File: src/rcc_pkg.sv
/*
 Package for the remote contact control and status block: timing,
 APB register map, field positions, input indices and the state record.
 Assumes a 40 MHz controller clock.
*/
package rcc_pkg;

	// ----------------------------------------------------------------
	// Timing
	// ----------------------------------------------------------------
	localparam int unsigned CLK_HZ         = 40_000_000;
	localparam int unsigned DEBOUNCE_MS    = 10;
	localparam int unsigned DEBOUNCE_CYC   = CLK_HZ / 1000 * DEBOUNCE_MS;
	localparam int unsigned RESET_HOLD_S   = 3;
	localparam int unsigned RESET_HOLD_CYC = CLK_HZ * RESET_HOLD_S;
	localparam int unsigned INIT_MS        = 50;
	localparam int unsigned INIT_CYC       = CLK_HZ / 1000 * INIT_MS;
	localparam int unsigned SECOND_CYC     = CLK_HZ;

	// ----------------------------------------------------------------
	// Register map and fields
	// ----------------------------------------------------------------
	localparam logic [7:0] A_CTRL    = 8'h00;
	localparam logic [7:0] A_STATUS  = 8'h04;
	localparam logic [7:0] A_DISP    = 8'h08;
	localparam logic [7:0] A_RUNTIME = 8'h0c;
	localparam logic [7:0] A_CMD     = 8'h10;
	localparam int CTRL_LEGACY = 0;
	localparam int CMD_COMP    = 0;
	localparam int CMD_COLD    = 1;
	localparam int CMD_ON      = 2;

	// ----------------------------------------------------------------
	// Debounced inputs and sensors
	// ----------------------------------------------------------------
	localparam int NIN        = 7;
	localparam int IN_RST     = 0;
	localparam int IN_COLD    = 1;
	localparam int IN_COMP    = 2;
	localparam int BT_OFF     = 3;
	localparam int BT_ON      = 4;
	localparam int BT_MENU    = 5;
	localparam int BT_HIST    = 6;
	localparam int NSEN       = 3;
	localparam int SN_PRESS   = 0;
	localparam int SN_TEMP    = 1;
	localparam int SN_PHASE   = 2;
	localparam int HIST_DEPTH = 8;

	typedef enum logic [2:0] {
		SCR_INIT   = 3'b000,
		SCR_STATUS = 3'b001,
		SCR_FAULT  = 3'b010,
		SCR_HIST   = 3'b011,
		SCR_HOURS  = 3'b100,
		SCR_CHECKS = 3'b101
	} screen_t;

	typedef struct packed {
		logic [NIN-1:0]             in_s1;
		logic [NIN-1:0]             in_s2;
		logic [NIN-1:0]             db;
		logic [NIN-1:0][31:0]       dbc;
		logic [NSEN-1:0]            sen_s1;
		logic [NSEN-1:0]            sen_s2;
		logic [NSEN-1:0]            sen_prev;
		logic [3:0]                 pin_s1;
		logic [3:0]                 pin_s2;
		logic                       legacy;
		logic                       comp_on;
		logic                       cold_on;
		logic                       valve_on;
		logic                       phase_lock;
		logic                       proc_rst;
		logic [31:0]                rst_cnt;
		logic [31:0]                init_cnt;
		logic [31:0]                sec_cnt;
		logic [31:0]                run_sec;
		screen_t                    scr;
		logic [1:0]                 fidx;
		logic [2:0]                 hidx;
		logic [3:0]                 hcnt;
		logic [2:0]                 hwr;
		logic [HIST_DEPTH-1:0][1:0] hlog;
		logic [3:0]                 oe;
		logic                       latched;
		logic                       slverr;
		logic [31:0]                prdata;
	} state_t;

	localparam state_t ST_RST = '0;

endpackage

File: src/remote_contact_control_status.sv
/*
 Remote contact control and status with front-panel button handling.
 Assumes contact, button and sensor inputs arrive asynchronously and
 that the open-drain status wires are resolved outside from o_stat_oe.
*/
// Notes on behaviour
// (RULE1) Newer mode: enable contact closing turns its subsystem on.
// (RULE2) Newer mode: enable contact opening turns its subsystem off.
// (RULE3) Panel, software and contact commands act on latest event.
// (RULE4) Far end reopens a closed enable 100 ms to repeat on.
// (RULE5) Far end closes an open enable 100 ms to repeat off.
// (RULE6) Reset contact held 3 s resets processor; shorter does nothing.
// (RULE7) Status pins pull to ground when asserted, float otherwise.
// (RULE8) Pressure alarm while pressure low and system running.
// (RULE9) Phase error pin follows the phase fault.
// (RULE10) Temperature alarm follows over-temperature.
// (RULE11) Run pin while compressor or coldhead runs.
// (RULE12) Off button stops everything, overriding remote contacts.
// (RULE13) On button starts everything unless an interlock is active.
// (RULE14) Phase fault latches and blocks starts until power cycle.
// (RULE15) Menu walks status and active faults; history goes to status.
// (RULE16) History opens newest entry, steps older, wraps to newest.
// (RULE17) Legacy mode: Off always stops; On ignored on failed check.
// (RULE18) Legacy mode: Menu shows checks on error, else hours.
// (RULE19) Legacy mode: closed enable restarts system after power-up.
// (RULE20) After initialisation the status screen is shown.
// (RULE21) Every contact is synchronised and debounced before use.
`timescale 1ns/1ps
module remote_contact_control_status #(
	parameter int unsigned DEBOUNCE_CYCLES   = rcc_pkg::DEBOUNCE_CYC,
	parameter int unsigned RESET_HOLD_CYCLES = rcc_pkg::RESET_HOLD_CYC,
	parameter int unsigned INIT_CYCLES       = rcc_pkg::INIT_CYC,
	parameter int unsigned SECOND_CYCLES     = rcc_pkg::SECOND_CYC
) (
	// Clock, reset, enable
	input  wire logic        i_clk,
	input  wire logic        i_rst_n,
	input  wire logic        i_ce,
	// APB slave
	input  wire logic        i_psel,
	input  wire logic        i_penable,
	input  wire logic        i_pwrite,
	input  wire logic [7:0]  i_paddr,
	input  wire logic [31:0] i_pwdata,
	output logic      [31:0] o_prdata,
	output logic             o_pready,
	output logic             o_pslverr,
	// Contacts, low when shorted: 0 reset, 1 coldhead, 2 compressor
	input  wire logic [2:0]  i_contact_n,
	// Front-panel buttons
	input  wire logic        i_btn_off,
	input  wire logic        i_btn_on,
	input  wire logic        i_btn_menu,
	input  wire logic        i_btn_hist,
	// Fault sensing
	input  wire logic        i_low_press,
	input  wire logic        i_over_temp,
	input  wire logic        i_phase_fault,
	// Open-drain status pins: 0 press, 1 phase, 2 temp, 3 run
	input  wire logic [3:0]  i_stat_pin,
	output logic      [3:0]  o_stat_o,
	output logic      [3:0]  o_stat_oe,
	// Subsystem drives
	output logic             o_comp_on,
	output logic             o_cold_on,
	output logic             o_valve_on,
	output logic             o_proc_rst
);

	// ----------------------------------------------------------------
	// Functions
	// ----------------------------------------------------------------
	function automatic logic [2:0] next_active(
		input logic [rcc_pkg::NSEN-1:0] mask,
		input logic [1:0]               cur,
		input logic                     from_start
	);
		logic [2:0] r;
		r = 3'h0;
		for (int k = rcc_pkg::NSEN - 1; k >= 0; k--) begin
			if (mask[k] && (from_start || k > int'(cur))) begin
				r = {1'b1, 2'(k)};
			end
		end
		return r;
	endfunction

	function automatic logic addr_ok(input logic [7:0] a);
		return a == rcc_pkg::A_CTRL || a == rcc_pkg::A_STATUS ||
			a == rcc_pkg::A_DISP || a == rcc_pkg::A_RUNTIME ||
			a == rcc_pkg::A_CMD;
	endfunction

	// ----------------------------------------------------------------
	// State
	// ----------------------------------------------------------------
	rcc_pkg::state_t              st;
	rcc_pkg::state_t              nxt;
	logic [rcc_pkg::NIN-1:0]      raw;
	logic [rcc_pkg::NIN-1:0]      rise;
	logic [rcc_pkg::NIN-1:0]      fall;
	logic [rcc_pkg::NSEN-1:0]     sen;
	logic [rcc_pkg::NSEN-1:0]     new_fault;
	logic [2:0]                   pick;
	logic                         acc;
	logic                         sw_cmd;
	logic                         take_remote;
	logic                         init_done;
	logic                         block_start;
	logic                         shutdown;
	logic                         c_on;
	logic                         h_on;
	logic                         c_up;
	logic                         c_dn;
	logic                         h_up;
	logic                         h_dn;
	logic [1:0]                   hcode;
	logic [31:0]                  rd_mux;

	// ----------------------------------------------------------------
	// Outputs
	// ----------------------------------------------------------------
	assign acc      = i_psel & i_penable;
	assign o_pready = acc & st.latched & i_ce;
	assign o_prdata = st.prdata;
	assign o_pslverr = st.slverr;
	assign o_stat_o  = 4'h0;
	assign o_stat_oe = st.oe;
	assign o_comp_on  = st.comp_on;
	assign o_cold_on  = st.cold_on;
	assign o_valve_on = st.valve_on;
	assign o_proc_rst = st.proc_rst;

	always_comb begin
		nxt = st;

		// ------------------------------------------------------------
		// Synchronise and debounce
		// ------------------------------------------------------------
		raw = {i_btn_hist, i_btn_menu, i_btn_on, i_btn_off, ~i_contact_n};
		nxt.in_s1  = raw;
		nxt.in_s2  = st.in_s1; // RULE21
		nxt.sen_s1 = {i_phase_fault, i_over_temp, i_low_press};
		nxt.sen_s2 = st.sen_s1;
		nxt.pin_s1 = i_stat_pin;
		nxt.pin_s2 = st.pin_s1;
		rise = '0;
		fall = '0;
		for (int i = 0; i < rcc_pkg::NIN; i++) begin
			if (st.in_s2[i] == st.db[i]) begin
				nxt.dbc[i] = 32'h0;
			end else if (st.dbc[i] >= DEBOUNCE_CYCLES - 1) begin
				nxt.db[i]  = st.in_s2[i]; // RULE21
				nxt.dbc[i] = 32'h0;
				rise[i]    = st.in_s2[i];
				fall[i]    = ~st.in_s2[i];
			end else begin
				nxt.dbc[i] = st.dbc[i] + 32'h1;
			end
		end
		sen = st.sen_s2;

		// ------------------------------------------------------------
		// Processor reset hold
		// ------------------------------------------------------------
		if (!st.db[rcc_pkg::IN_RST]) begin
			nxt.rst_cnt  = 32'h0;
			nxt.proc_rst = 1'b0;
		end else if (st.rst_cnt < RESET_HOLD_CYCLES - 1) begin
			nxt.rst_cnt = st.rst_cnt + 32'h1;
		end else begin
			nxt.proc_rst = 1'b1; // RULE6
		end

		// ------------------------------------------------------------
		// Interlocks
		// ------------------------------------------------------------
		if (sen[rcc_pkg::SN_PHASE]) begin
			nxt.phase_lock = 1'b1; // RULE14
		end
		block_start = (|sen) | st.phase_lock; // RULE13 RULE14 RULE17
		shutdown    = sen[rcc_pkg::SN_TEMP] | st.phase_lock;

		// ------------------------------------------------------------
		// Legacy power-up restart
		// ------------------------------------------------------------
		init_done = (st.scr == rcc_pkg::SCR_INIT)
			& (st.init_cnt >= INIT_CYCLES - 1);

		// ------------------------------------------------------------
		// Command arbitration
		// ------------------------------------------------------------
		sw_cmd = acc & st.latched & i_pwrite & (i_paddr == rcc_pkg::A_CMD);
		take_remote = st.legacy | (st.scr != rcc_pkg::SCR_INIT);
		c_up = (take_remote & rise[rcc_pkg::IN_COMP]) // RULE1 RULE19
			| (st.legacy & init_done & st.db[rcc_pkg::IN_COMP]) // RULE19
			| rise[rcc_pkg::BT_ON]
			| (sw_cmd & i_pwdata[rcc_pkg::CMD_COMP]
				& i_pwdata[rcc_pkg::CMD_ON]);
		c_dn = (take_remote & fall[rcc_pkg::IN_COMP]) // RULE2
			| (sw_cmd & i_pwdata[rcc_pkg::CMD_COMP]
				& ~i_pwdata[rcc_pkg::CMD_ON]);
		h_up = (take_remote & rise[rcc_pkg::IN_COLD]) // RULE1
			| rise[rcc_pkg::BT_ON]
			| (sw_cmd & i_pwdata[rcc_pkg::CMD_COLD]
				& i_pwdata[rcc_pkg::CMD_ON]);
		h_dn = (take_remote & fall[rcc_pkg::IN_COLD]) // RULE2
			| (sw_cmd & i_pwdata[rcc_pkg::CMD_COLD]
				& ~i_pwdata[rcc_pkg::CMD_ON]);
		c_on = st.comp_on;
		h_on = st.cold_on;
		if (rise[rcc_pkg::BT_OFF]) begin
			c_on = 1'b0; // RULE12 RULE17
			h_on = 1'b0; // RULE12
		end else begin
			if (c_dn) begin
				c_on = 1'b0; // RULE3
			end else if (c_up && !block_start) begin
				c_on = 1'b1; // RULE3
			end
			if (h_dn) begin
				h_on = 1'b0; // RULE3
			end else if (h_up && !block_start) begin
				h_on = 1'b1; // RULE3
			end
		end
		if (shutdown) begin
			c_on = 1'b0;
			h_on = 1'b0;
		end
		if (st.legacy) begin
			h_on = c_on;
		end
		nxt.comp_on  = c_on;
		nxt.cold_on  = h_on;
		nxt.valve_on = c_on; // RULE12 RULE13

		// ------------------------------------------------------------
		// Status pins
		// ------------------------------------------------------------
		nxt.oe[0] = sen[rcc_pkg::SN_PRESS] & (c_on | h_on); // RULE7 RULE8
		nxt.oe[1] = sen[rcc_pkg::SN_PHASE]; // RULE7 RULE9
		nxt.oe[2] = sen[rcc_pkg::SN_TEMP]; // RULE7 RULE10
		nxt.oe[3] = c_on | h_on; // RULE7 RULE11

		// ------------------------------------------------------------
		// Run time
		// ------------------------------------------------------------
		if (st.comp_on) begin
			if (st.sec_cnt >= SECOND_CYCLES - 1) begin
				nxt.sec_cnt = 32'h0;
				nxt.run_sec = st.run_sec + 32'h1;
			end else begin
				nxt.sec_cnt = st.sec_cnt + 32'h1;
			end
		end

		// ------------------------------------------------------------
		// Fault history
		// ------------------------------------------------------------
		new_fault    = sen & ~st.sen_prev;
		nxt.sen_prev = sen;
		pick = next_active(new_fault, 2'h0, 1'b1);
		if (pick[2]) begin
			nxt.hlog[st.hwr] = pick[1:0] + 2'h1;
			nxt.hwr = st.hwr + 3'h1;
			if (st.hcnt < 4'(rcc_pkg::HIST_DEPTH)) begin
				nxt.hcnt = st.hcnt + 4'h1;
			end
		end
		hcode = st.hlog[3'(st.hwr - 3'h1 - st.hidx)];

		// ------------------------------------------------------------
		// Screens
		// ------------------------------------------------------------
		case (st.scr)
			rcc_pkg::SCR_INIT: begin
				if (st.init_cnt >= INIT_CYCLES - 1) begin
					nxt.scr = rcc_pkg::SCR_STATUS; // RULE20
				end else begin
					nxt.init_cnt = st.init_cnt + 32'h1;
				end
			end
			rcc_pkg::SCR_STATUS, rcc_pkg::SCR_FAULT: begin
				if (rise[rcc_pkg::BT_HIST] && !st.legacy) begin
					nxt.scr  = rcc_pkg::SCR_HIST; // RULE16
					nxt.hidx = 3'h0;
				end else if (rise[rcc_pkg::BT_MENU] && st.legacy) begin
					nxt.scr = block_start ? rcc_pkg::SCR_CHECKS
						: rcc_pkg::SCR_HOURS; // RULE18
				end else if (rise[rcc_pkg::BT_MENU]) begin
					pick = next_active(sen, st.fidx,
						st.scr == rcc_pkg::SCR_STATUS);
					if (st.scr == rcc_pkg::SCR_STATUS) begin
						nxt.scr  = rcc_pkg::SCR_FAULT; // RULE15
						nxt.fidx = pick[1:0];
					end else if (pick[2]) begin
						nxt.fidx = pick[1:0]; // RULE15
					end else begin
						nxt.scr = rcc_pkg::SCR_STATUS; // RULE15
					end
				end
			end
			rcc_pkg::SCR_HIST: begin
				if (rise[rcc_pkg::BT_MENU]) begin
					nxt.scr = rcc_pkg::SCR_STATUS; // RULE15
				end else if (rise[rcc_pkg::BT_HIST]) begin
					if ({1'b0, st.hidx} + 4'h1 >= st.hcnt) begin
						nxt.hidx = 3'h0; // RULE16
					end else begin
						nxt.hidx = st.hidx + 3'h1; // RULE16
					end
				end
			end
			rcc_pkg::SCR_HOURS, rcc_pkg::SCR_CHECKS: begin
				if (rise[rcc_pkg::BT_MENU]) begin
					nxt.scr = rcc_pkg::SCR_STATUS;
				end
			end
			default: begin
				nxt.scr = rcc_pkg::SCR_STATUS;
			end
		endcase

		// ------------------------------------------------------------
		// APB slave
		// ------------------------------------------------------------
		case (i_paddr)
			rcc_pkg::A_CTRL: rd_mux = {31'h0, st.legacy};
			rcc_pkg::A_STATUS: rd_mux = {
				11'h0,
				st.scr,
				st.pin_s2,
				st.sen_s2,
				st.db,
				st.proc_rst,
				st.phase_lock,
				st.cold_on,
				st.comp_on
			};
			rcc_pkg::A_DISP: rd_mux = {
				20'h0,
				st.hcnt,
				st.hidx,
				hcode,
				1'b0,
				st.fidx
			};
			rcc_pkg::A_RUNTIME: rd_mux = st.run_sec;
			default: rd_mux = 32'h0;
		endcase
		if (i_psel && !st.latched) begin
			nxt.latched = 1'b1;
			nxt.prdata  = i_pwrite ? 32'h0 : rd_mux;
			nxt.slverr  = ~addr_ok(i_paddr);
		end else if (acc && st.latched) begin
			nxt.latched = 1'b0;
			if (i_pwrite && i_paddr == rcc_pkg::A_CTRL) begin
				nxt.legacy = i_pwdata[rcc_pkg::CTRL_LEGACY];
			end
		end
	end

	// ----------------------------------------------------------------
	// Registers
	// ----------------------------------------------------------------
	always_ff @(posedge i_clk or negedge i_rst_n) begin
		if (!i_rst_n) begin
			st <= rcc_pkg::ST_RST;
		end else if (i_ce) begin
			st <= nxt;
		end
	end

endmodule

File: config.mk
export PLATFORM = sky130hd
export DESIGN_NAME = remote_contact_control_status
export DESIGN_NICKNAME = d
export VERILOG_FILES = /design/src/rcc_pkg.sv /design/src/remote_contact_control_status.sv
export SDC_FILE = /design/constraint.sdc
export NUM_CORES = 1
export LEC_CHECK = 0
export BUFFER_PORTS_ARGS = -buffer_cell sky130_fd_sc_hd__buf_4
export CORE_MARGIN = 2
export CORE_UTILIZATION = 50
export CTS_CLUSTER_SIZE = 28
export DETAILED_ROUTE_END_ITERATION = 10
export PLACE_DENSITY = 0.7
export SLEW_MARGIN = 10
export SYNTH_ARGS = -nofsm -noshare
export SYNTH_HDL_FRONTEND = slang
export SYNTH_SLANG_ARGS = --single-unit
export TNS_END_PERCENT = 1
File: constraint.sdc
create_clock -name i_clk -period 2.4 [get_ports i_clk]
set_input_delay 0.48 -clock i_clk [delete_from_list [all_inputs] [get_ports i_clk]]
set_output_delay 0.48 -clock i_clk [all_outputs]
set_load 0.03 [all_outputs]
==> out/qor.yml, run 1 <==
detailed_routing:
  ant_nets: 0
  vias: 16900
  drcViolationCount: 0
  drt_iter0_markers: 1366
  drt-total-wl_mm: 49.7
  via_per_inst: 5.66
  wl_per_cell_um: 16.6
  firstDrtPassIters: 5
timing:
  final_max_slew_viol_count: 0
  fmax_mhz: 411
  period_minus_slack_ns: 2.43
  finalSetupViolCount: 2
  finalHoldViolCount: 0
  finalSetupTns_ns: -0.0408
  tightest_slew_ns: 0.678
  grt_setup_unrepaired: "true"
  fin_skew_ns: 0.0282
  setup_ws_ns: -0.0339
  period_share: 1.01
  slew_headroom: 0.547
  fin_hold_ws_ns: 0.0907
setup_path:
  startpoint_type: "flop"
  arrival_ns: 2.91
  required_ns: 2.87
  crit_fanout: 4
  crit_type: "reg2reg"
  r2r_start: "st[413]"
  crit_start: "st[413]"
  cp-end-kind: "flop"
cts:
  clockBufferDepth: 3
  cts.sinks: 462
  cts_buffers: 49
  cts_root_buffer: "clkbuf_16"
  insertion_delay_ns: 0.58
  cts_tree: "done"
  htree_levels: 2
  clkTransAtPathRegs_ns: 0.06
synthesis:
  synthCells: 2208
  ys_ff_latch: 462
  synth_ff_type: "dfrtp_1"
  yosys_warnings: 0
  synth_cell_type_count: 75
  synth_largest_area_cell: "dfrtp_1"
  avgSynthCellArea_um2: 9.90
  synth_edf_count: 0
  async_reset_ff_frac: 1.00
  ys_seq_area_frac: 0.529
  synth_area_leaders: "dfrtp_1, o21ai_0, nand2_1"
  synth_top_cell_area_share: 0.529
  syn_area_mm2: 0.0218
power_and_ir_drop:
  swShare: 0.241
  powerDensity_mw_per_mm2: 717
  p_seq_frac: 0.449
  p_total_mw: 18.6
  pwr-share-comb: 0.105
  power.net_switching_mw: 4.48
  power_frac_clock: 0.445
  ir_drop_uv: 617
  leakagePower_nw: 11.6
  p_int_mw: 14.1
floorplan:
  pin_count: 106
  fp.dieH_um: 213
  start_util: 0.507
  die_w_um: 213
  die-area_mm2: 0.0454
  design.core.area_mm2: 0.0431
  rows: 76
global_route:
  antenna_found_initial: 1
  grt_remaining_overflow: 0
  grt_pass1_wl_mm: 83.4
  grt_pass1_vias: 16900
  track_usage: 0.223
  grt_start_max_net_pins: 82
placement:
  post-dp-hpwl_mm: 33.8
  place.gp.congestion: 0.883
  post-place-cells: 2895
  port_buffers: 72
finish:
  multi_input_area_mm2: 0.00960
  nNetsFinal: 2447
  drive_above_1_share: 0.185
  stdcell_count: 2993
  post-route-util: 0.602
  area_growth_pct: 18.6
  fill_cells: 3500
  seq_area_mm2: 0.0116
min_path:
  min_path_type: "in2reg"
  hold_start: "i_contact_n[2]"
run_status:
  violations: "setup timing"
  outcome: "complete, but fails checks"
job:
  maxCapViolCount: 0
worst max-delay path, cell delays in order, from the launching register on:
cell	delay [ns]
dfrtp_1	0.36
ha_2	0.19
nand3_1	0.10
o211ai_1	0.17
a211oi_1	0.09
buf_4	0.16
or3b_4	0.38
o41a_1	0.34
a21oi_2	0.18
mux2_2	0.35
what timing repair did:
action,4_1_cts,5_1_grt
setup buffers,1,4
hold endpoints to repair,41,0
endpoints found under the setup margin,36,123
pin swaps,3,8
hold buffers,1,0
gates resized for setup,13,39
power by group through the flow:
| stage | Sequential [mW] | Clock (mW) | Combinational, mW |
|---|---|---|---|
| after global placement | 8.46 | 0 | 1.86 |
| after floorplan | 8.42 | 0 | 1.18 |
| after detailed placement | 8.47 | 0 | 1.93 |
| after global routing | 8.38 | 8.76 | 2.18 |
| after CTS | 8.34 | 8.44 | 1.97 |
| final | 8.35 | 8.28 | 1.96 |
flip-flops by register name, indices dropped and copies added (netlist names):
name        flops
o_valve_on      1
o_prdata       32
st            406
sen             3
o_pslverr       1
o_proc_rst      1
o_cold_on       1
o_stat_oe       3
nxt            14
layout make-up:
cell class                      count  share of cell area
Tap cell                          585              0.0282
Clock buffer                       69              0.0569
Inverter                           54             0.00782
Antenna cell                        1           0.0000965
Multi-Input combinational cell   1554               0.370
Clock inverter                     22              0.0126
Timing Repair Buffer              246              0.0780
Sequential cell                   462               0.446
logic make-up after synthesis:
kind of cell / after synthesis / share of synthesized area
other: 1 / 0.000172
XOR/XNOR: 105 / 0.0421
multiplexers: 66 / 0.0355
buffers and inverters: 195 / 0.0412
AO/OA/AOI/OAI: 442 / 0.128
AND/OR/NAND/NOR: 917 / 0.212
adder cells (fa/ha/maj): 20 / 0.0118
flip-flops: 462 / 0.529
stage by stage:
stage	worst slack [ns]	instance area (um2)
final	-0.0339	25900
after global routing	-0.144	25900
after CTS	-0.0323	25700
after detailed placement	-0.330	23900
after global placement	-0.255	23900
after floorplan	-0.0720	21900
layer usage:
metal  vias to the layer above  wire length (um)  share of wire  GRT usage
li1                       8103                 -              -          -
met1                      8352             22300           0.45      0.310
met2                       395             23800           0.48      0.366
met3                        77              2410          0.049     0.0327
met4                         0              1100          0.022     0.0651
met5                         -                 0              0          0
Yosys cell counts (4+ instances only):
cell / instances
nand2_1: 249
buf_4: 41
or4_1: 10
a22o_1: 24
xor2_1: 35
nor3_1: 54
or3_1: 16
nand4_1: 51
a41o_1: 4
inv_1: 53
xnor2_1: 70
clkbuf_1: 86
o21a_1: 4
nor4_1: 48
o41ai_1: 9
buf_2: 5
nand3_1: 95
nand2b_1: 16
nor2b_1: 112
nor4b_1: 4
ha_1: 19
o21ai_0: 194
mux4_2: 4
nand3b_1: 5
or2_2: 4
buf_1: 8
mux2_2: 52
and4_1: 12
a31oi_1: 28
mux2i_1: 10
nor2_1: 157
a211oi_1: 6
a21o_1: 12
o211ai_1: 8
and3_1: 56
a21oi_1: 56
and2_1: 16
o31ai_1: 33
dfrtp_1: 462
a22oi_1: 19
o2bb2ai_1: 9
worst paths after layout:
kind | end | slack, ns | cells after the start
worst max-delay path | st[68] | -0.03 | 9
worst min-delay path | nxt[453] | 0.09 | 2
worst max register to register | st[68] | -0.03 | 9
worst min register to register | st[161] | 0.38 | 0
max in group asynchronous | st[336] | 1.14 | 3
min in group asynchronous | st[440] | 0.44 | 2
cells in the final DEF, fill, tap and decap left out, types with 9 or more instances in the layout:
| cell type | instances |
|---|---|
| xnor2_1 | 69 |
| nor2_1 | 155 |
| nand4_1 | 51 |
| dfrtp_1 | 462 |
| a22o_1 | 24 |
| nor2b_1 | 111 |
| a21oi_1 | 51 |
| buf_12 | 12 |
| and4_1 | 12 |
| o31ai_1 | 33 |
| or3_1 | 16 |
| mux2i_1 | 10 |
| clkbuf_16 | 51 |
| nor4_1 | 38 |
| inv_1 | 51 |
| o41ai_1 | 9 |
| buf_4 | 228 |
| xor2_1 | 35 |
| a21o_1 | 12 |
| mux2_2 | 51 |
| o2bb2ai_1 | 9 |
| and2_1 | 16 |
| ha_1 | 16 |
| nand3_1 | 95 |
| clkbuf_8 | 13 |
| nand2b_1 | 16 |
| nand2_1 | 249 |
| a22oi_1 | 19 |
| o21ai_0 | 190 |
| clkinv_2 | 9 |
| nor3_1 | 49 |
| a31oi_1 | 28 |
| and3_1 | 54 |
No activity file was read; power rests on OpenSTA's default activity.
==> inputs of run 2 (changes only) <==
CORE_ASPECT_RATIO = 1.5   (was unset)
==> run 2 against run 1 <==
  * Global-route usage shrank 0.39 points
  * Routed wire length is essentially flat
  * The run still ends with setup timing left
  * Hold slack is essentially flat
  * Critical path depth shrank 1
  * Setup slack lost 0.026 ns
  * Largest power group unchanged
  * Flip-flop and latch count is the same
  * Register-to-register slack lost 0.03 ns
  * Utilization shrank 0.30 points
  * Clock power shrank 9.9%
==> out/qor.yml, run 2 (same netlist as run 1, synthesis figures left out) <==
timing:
  slew_headroom: 0.562
  period_minus_slack_ns: 2.46
  tightest_slew_ns: 0.658
  final_max_slew_viol_count: 0
  setup_ws_ns: -0.0598
  fin_skew_ns: 0.0193
  finalSetupViolCount: 6
  period_share: 1.02
  finalSetupTns_ns: -0.238
  fmax_mhz: 407
  grt_setup_unrepaired: "true"
  finalHoldViolCount: 0
detailed_routing:
  wl_per_cell_um: 16.8
  drcViolationCount: 0
  drt-total-wl_mm: 49.7
  vias: 17000
  firstDrtPassIters: 7
  via_per_inst: 5.71
  ant_nets: 0
  drt_iter0_markers: 991
setup_path:
  arrival_ns: 2.91
  crit_type: "reg2reg"
  cpPeakStageDelay_ns: 0.42
  cp-end-kind: "flop"
  crit_fanout: 4
  cpLargestDelayFamily: "compound AO/OA/AOI/OAI gates"
  worst-path-buf-inv: 0
  crit_path_cell_trace: "ha_2, nand3_2, o211ai_1, a211oi_4, or3b_4, o41a_1, a21oi_2, mux2_2"
  startpoint_type: "flop"
  required_ns: 2.85
  slowest_stage: "or3b_4"
finish:
  post-route-util: 0.599
  area_growth_pct: 18.0
  fill_cells: 3504
  diodes: 0
  largest_reg_flops: 406
  nNetsFinal: 2443
  layout_commonest_cell: "dfrtp_1"
  mostFrequentLayoutCells: "dfrtp_1, nand2_1, buf_4"
  stdcell_count: 2967
  largest_register: "st"
  drive_above_1_share: 0.184
global_route:
  grt_start_max_net_pins: 99
  antenna_found_initial: 0
  grtUsageMet1: 0.270
  busiest_layer: "met2"
  globalRouteMet2Util: 0.392
  track_usage: 0.219
  grt_pass1_vias: 17100
  grt_remaining_overflow: 0
  met3_usage: 0.0306
  grt_pass1_wl_mm: 83.2
placement:
  port_buffers: 72
  place_ws_ns: -0.226
  place.gp.congestion: 0.858
  post-place-cells: 2884
  post-dp-hpwl_mm: 33.8
floorplan:
  die_w_um: 175
  die-area_mm2: 0.0454
  start_util: 0.507
  fp.dieH_um: 260
  pin_count: 106
  rows: 93
  design.core.area_mm2: 0.0431
cts:
  cts.sinks: 462
  cts_tree: "done"
  htree_levels: 2
  clkTransAtPathRegs_ns: 0.06
  cts_buffers: 45
  cts_root_buffer: "clkbuf_16"
  insertion_delay_ns: 0.57
  clockBufferDepth: 3
power_and_ir_drop:
  p_total_mw: 17.7
  leakagePower_nw: 11.5
  ir_drop_uv: 539
  powerDensity_mw_per_mm2: 688
run_status:
  violations: "setup timing"
  outcome: "complete, but fails checks"
job:
  maxCapViolCount: 0
min_path:
  min_path_type: "in2reg"
==> run 2: changes by cell type in the layout (fill, tap and decap cells not counted), sizes merged <==
cell	previous run	this run
clkbuf	69	64
diode	1	0
inv	54	55
bufinv	8	5
clkinvlp	3	2
clkinv	11	9
==> run 2: power by group <==
group	switching, mW	total (mW)	internal (mW)
combinational	1.09	1.93	0.841
sequential	0.242	8.34	8.10
clock	3.03	7.46	4.43
==> run 2: area by class of cell <==
| cell class | count | area (um2) | area share |
|---|---|---|---|
| Sequential cell | 462 | 11600 | 0.449 |
| Multi-Input combinational cell | 1554 | 9700 | 0.376 |
| Timing Repair Buffer | 246 | 2030 | 0.0789 |
| Clock buffer | 64 | 1340 | 0.0520 |
| Tap cell | 570 | 713 | 0.0277 |
| Clock inverter | 17 | 223 | 0.00864 |
| Inverter | 54 | 203 | 0.00786 |
==> run 2: metrics by stage <==
| stage | area (um2) | hold WS (ns) |
|---|---|---|
| after global routing | 25800 | 0.0789 |
| after detailed placement | 23900 | 0.369 |
| after CTS | 25500 | 0.0784 |
| after floorplan | 21900 | 0.184 |
| final | 25800 | 0.0912 |
| after global placement | 23900 | 0.365 |
==> run 2: per-layer routing <==
layer / routed length, um / share of wire
met5: 0 / 0
met4: 1590 / 0.032
met3: 1920 / 0.039
met2: 25300 / 0.51
met1: 20900 / 0.42
==> run 2: path summary, 6_finish.rpt <==
check                                from  slack (ns)        to  cells past startpoint
min in group asynchronous         i_rst_n        0.45   st[162]                      2
max reg2reg                       st[413]       -0.06    st[68]                      8
min                        i_contact_n[0]        0.09  nxt[451]                      2
max in group asynchronous         i_rst_n        1.19   st[405]                      3
max                               st[413]       -0.06    st[68]                      8
min reg2reg                       st[160]        0.38   st[160]                      0
==> run 2: what timing repair did <==
item	CTS	global route
setup endpoints to repair	67	130
endpoints found under the hold margin	38	0
setup buffers	0	2
pin swaps	4	13
cloned	0	0
resized for setup	17	48
hold buffers	1	0
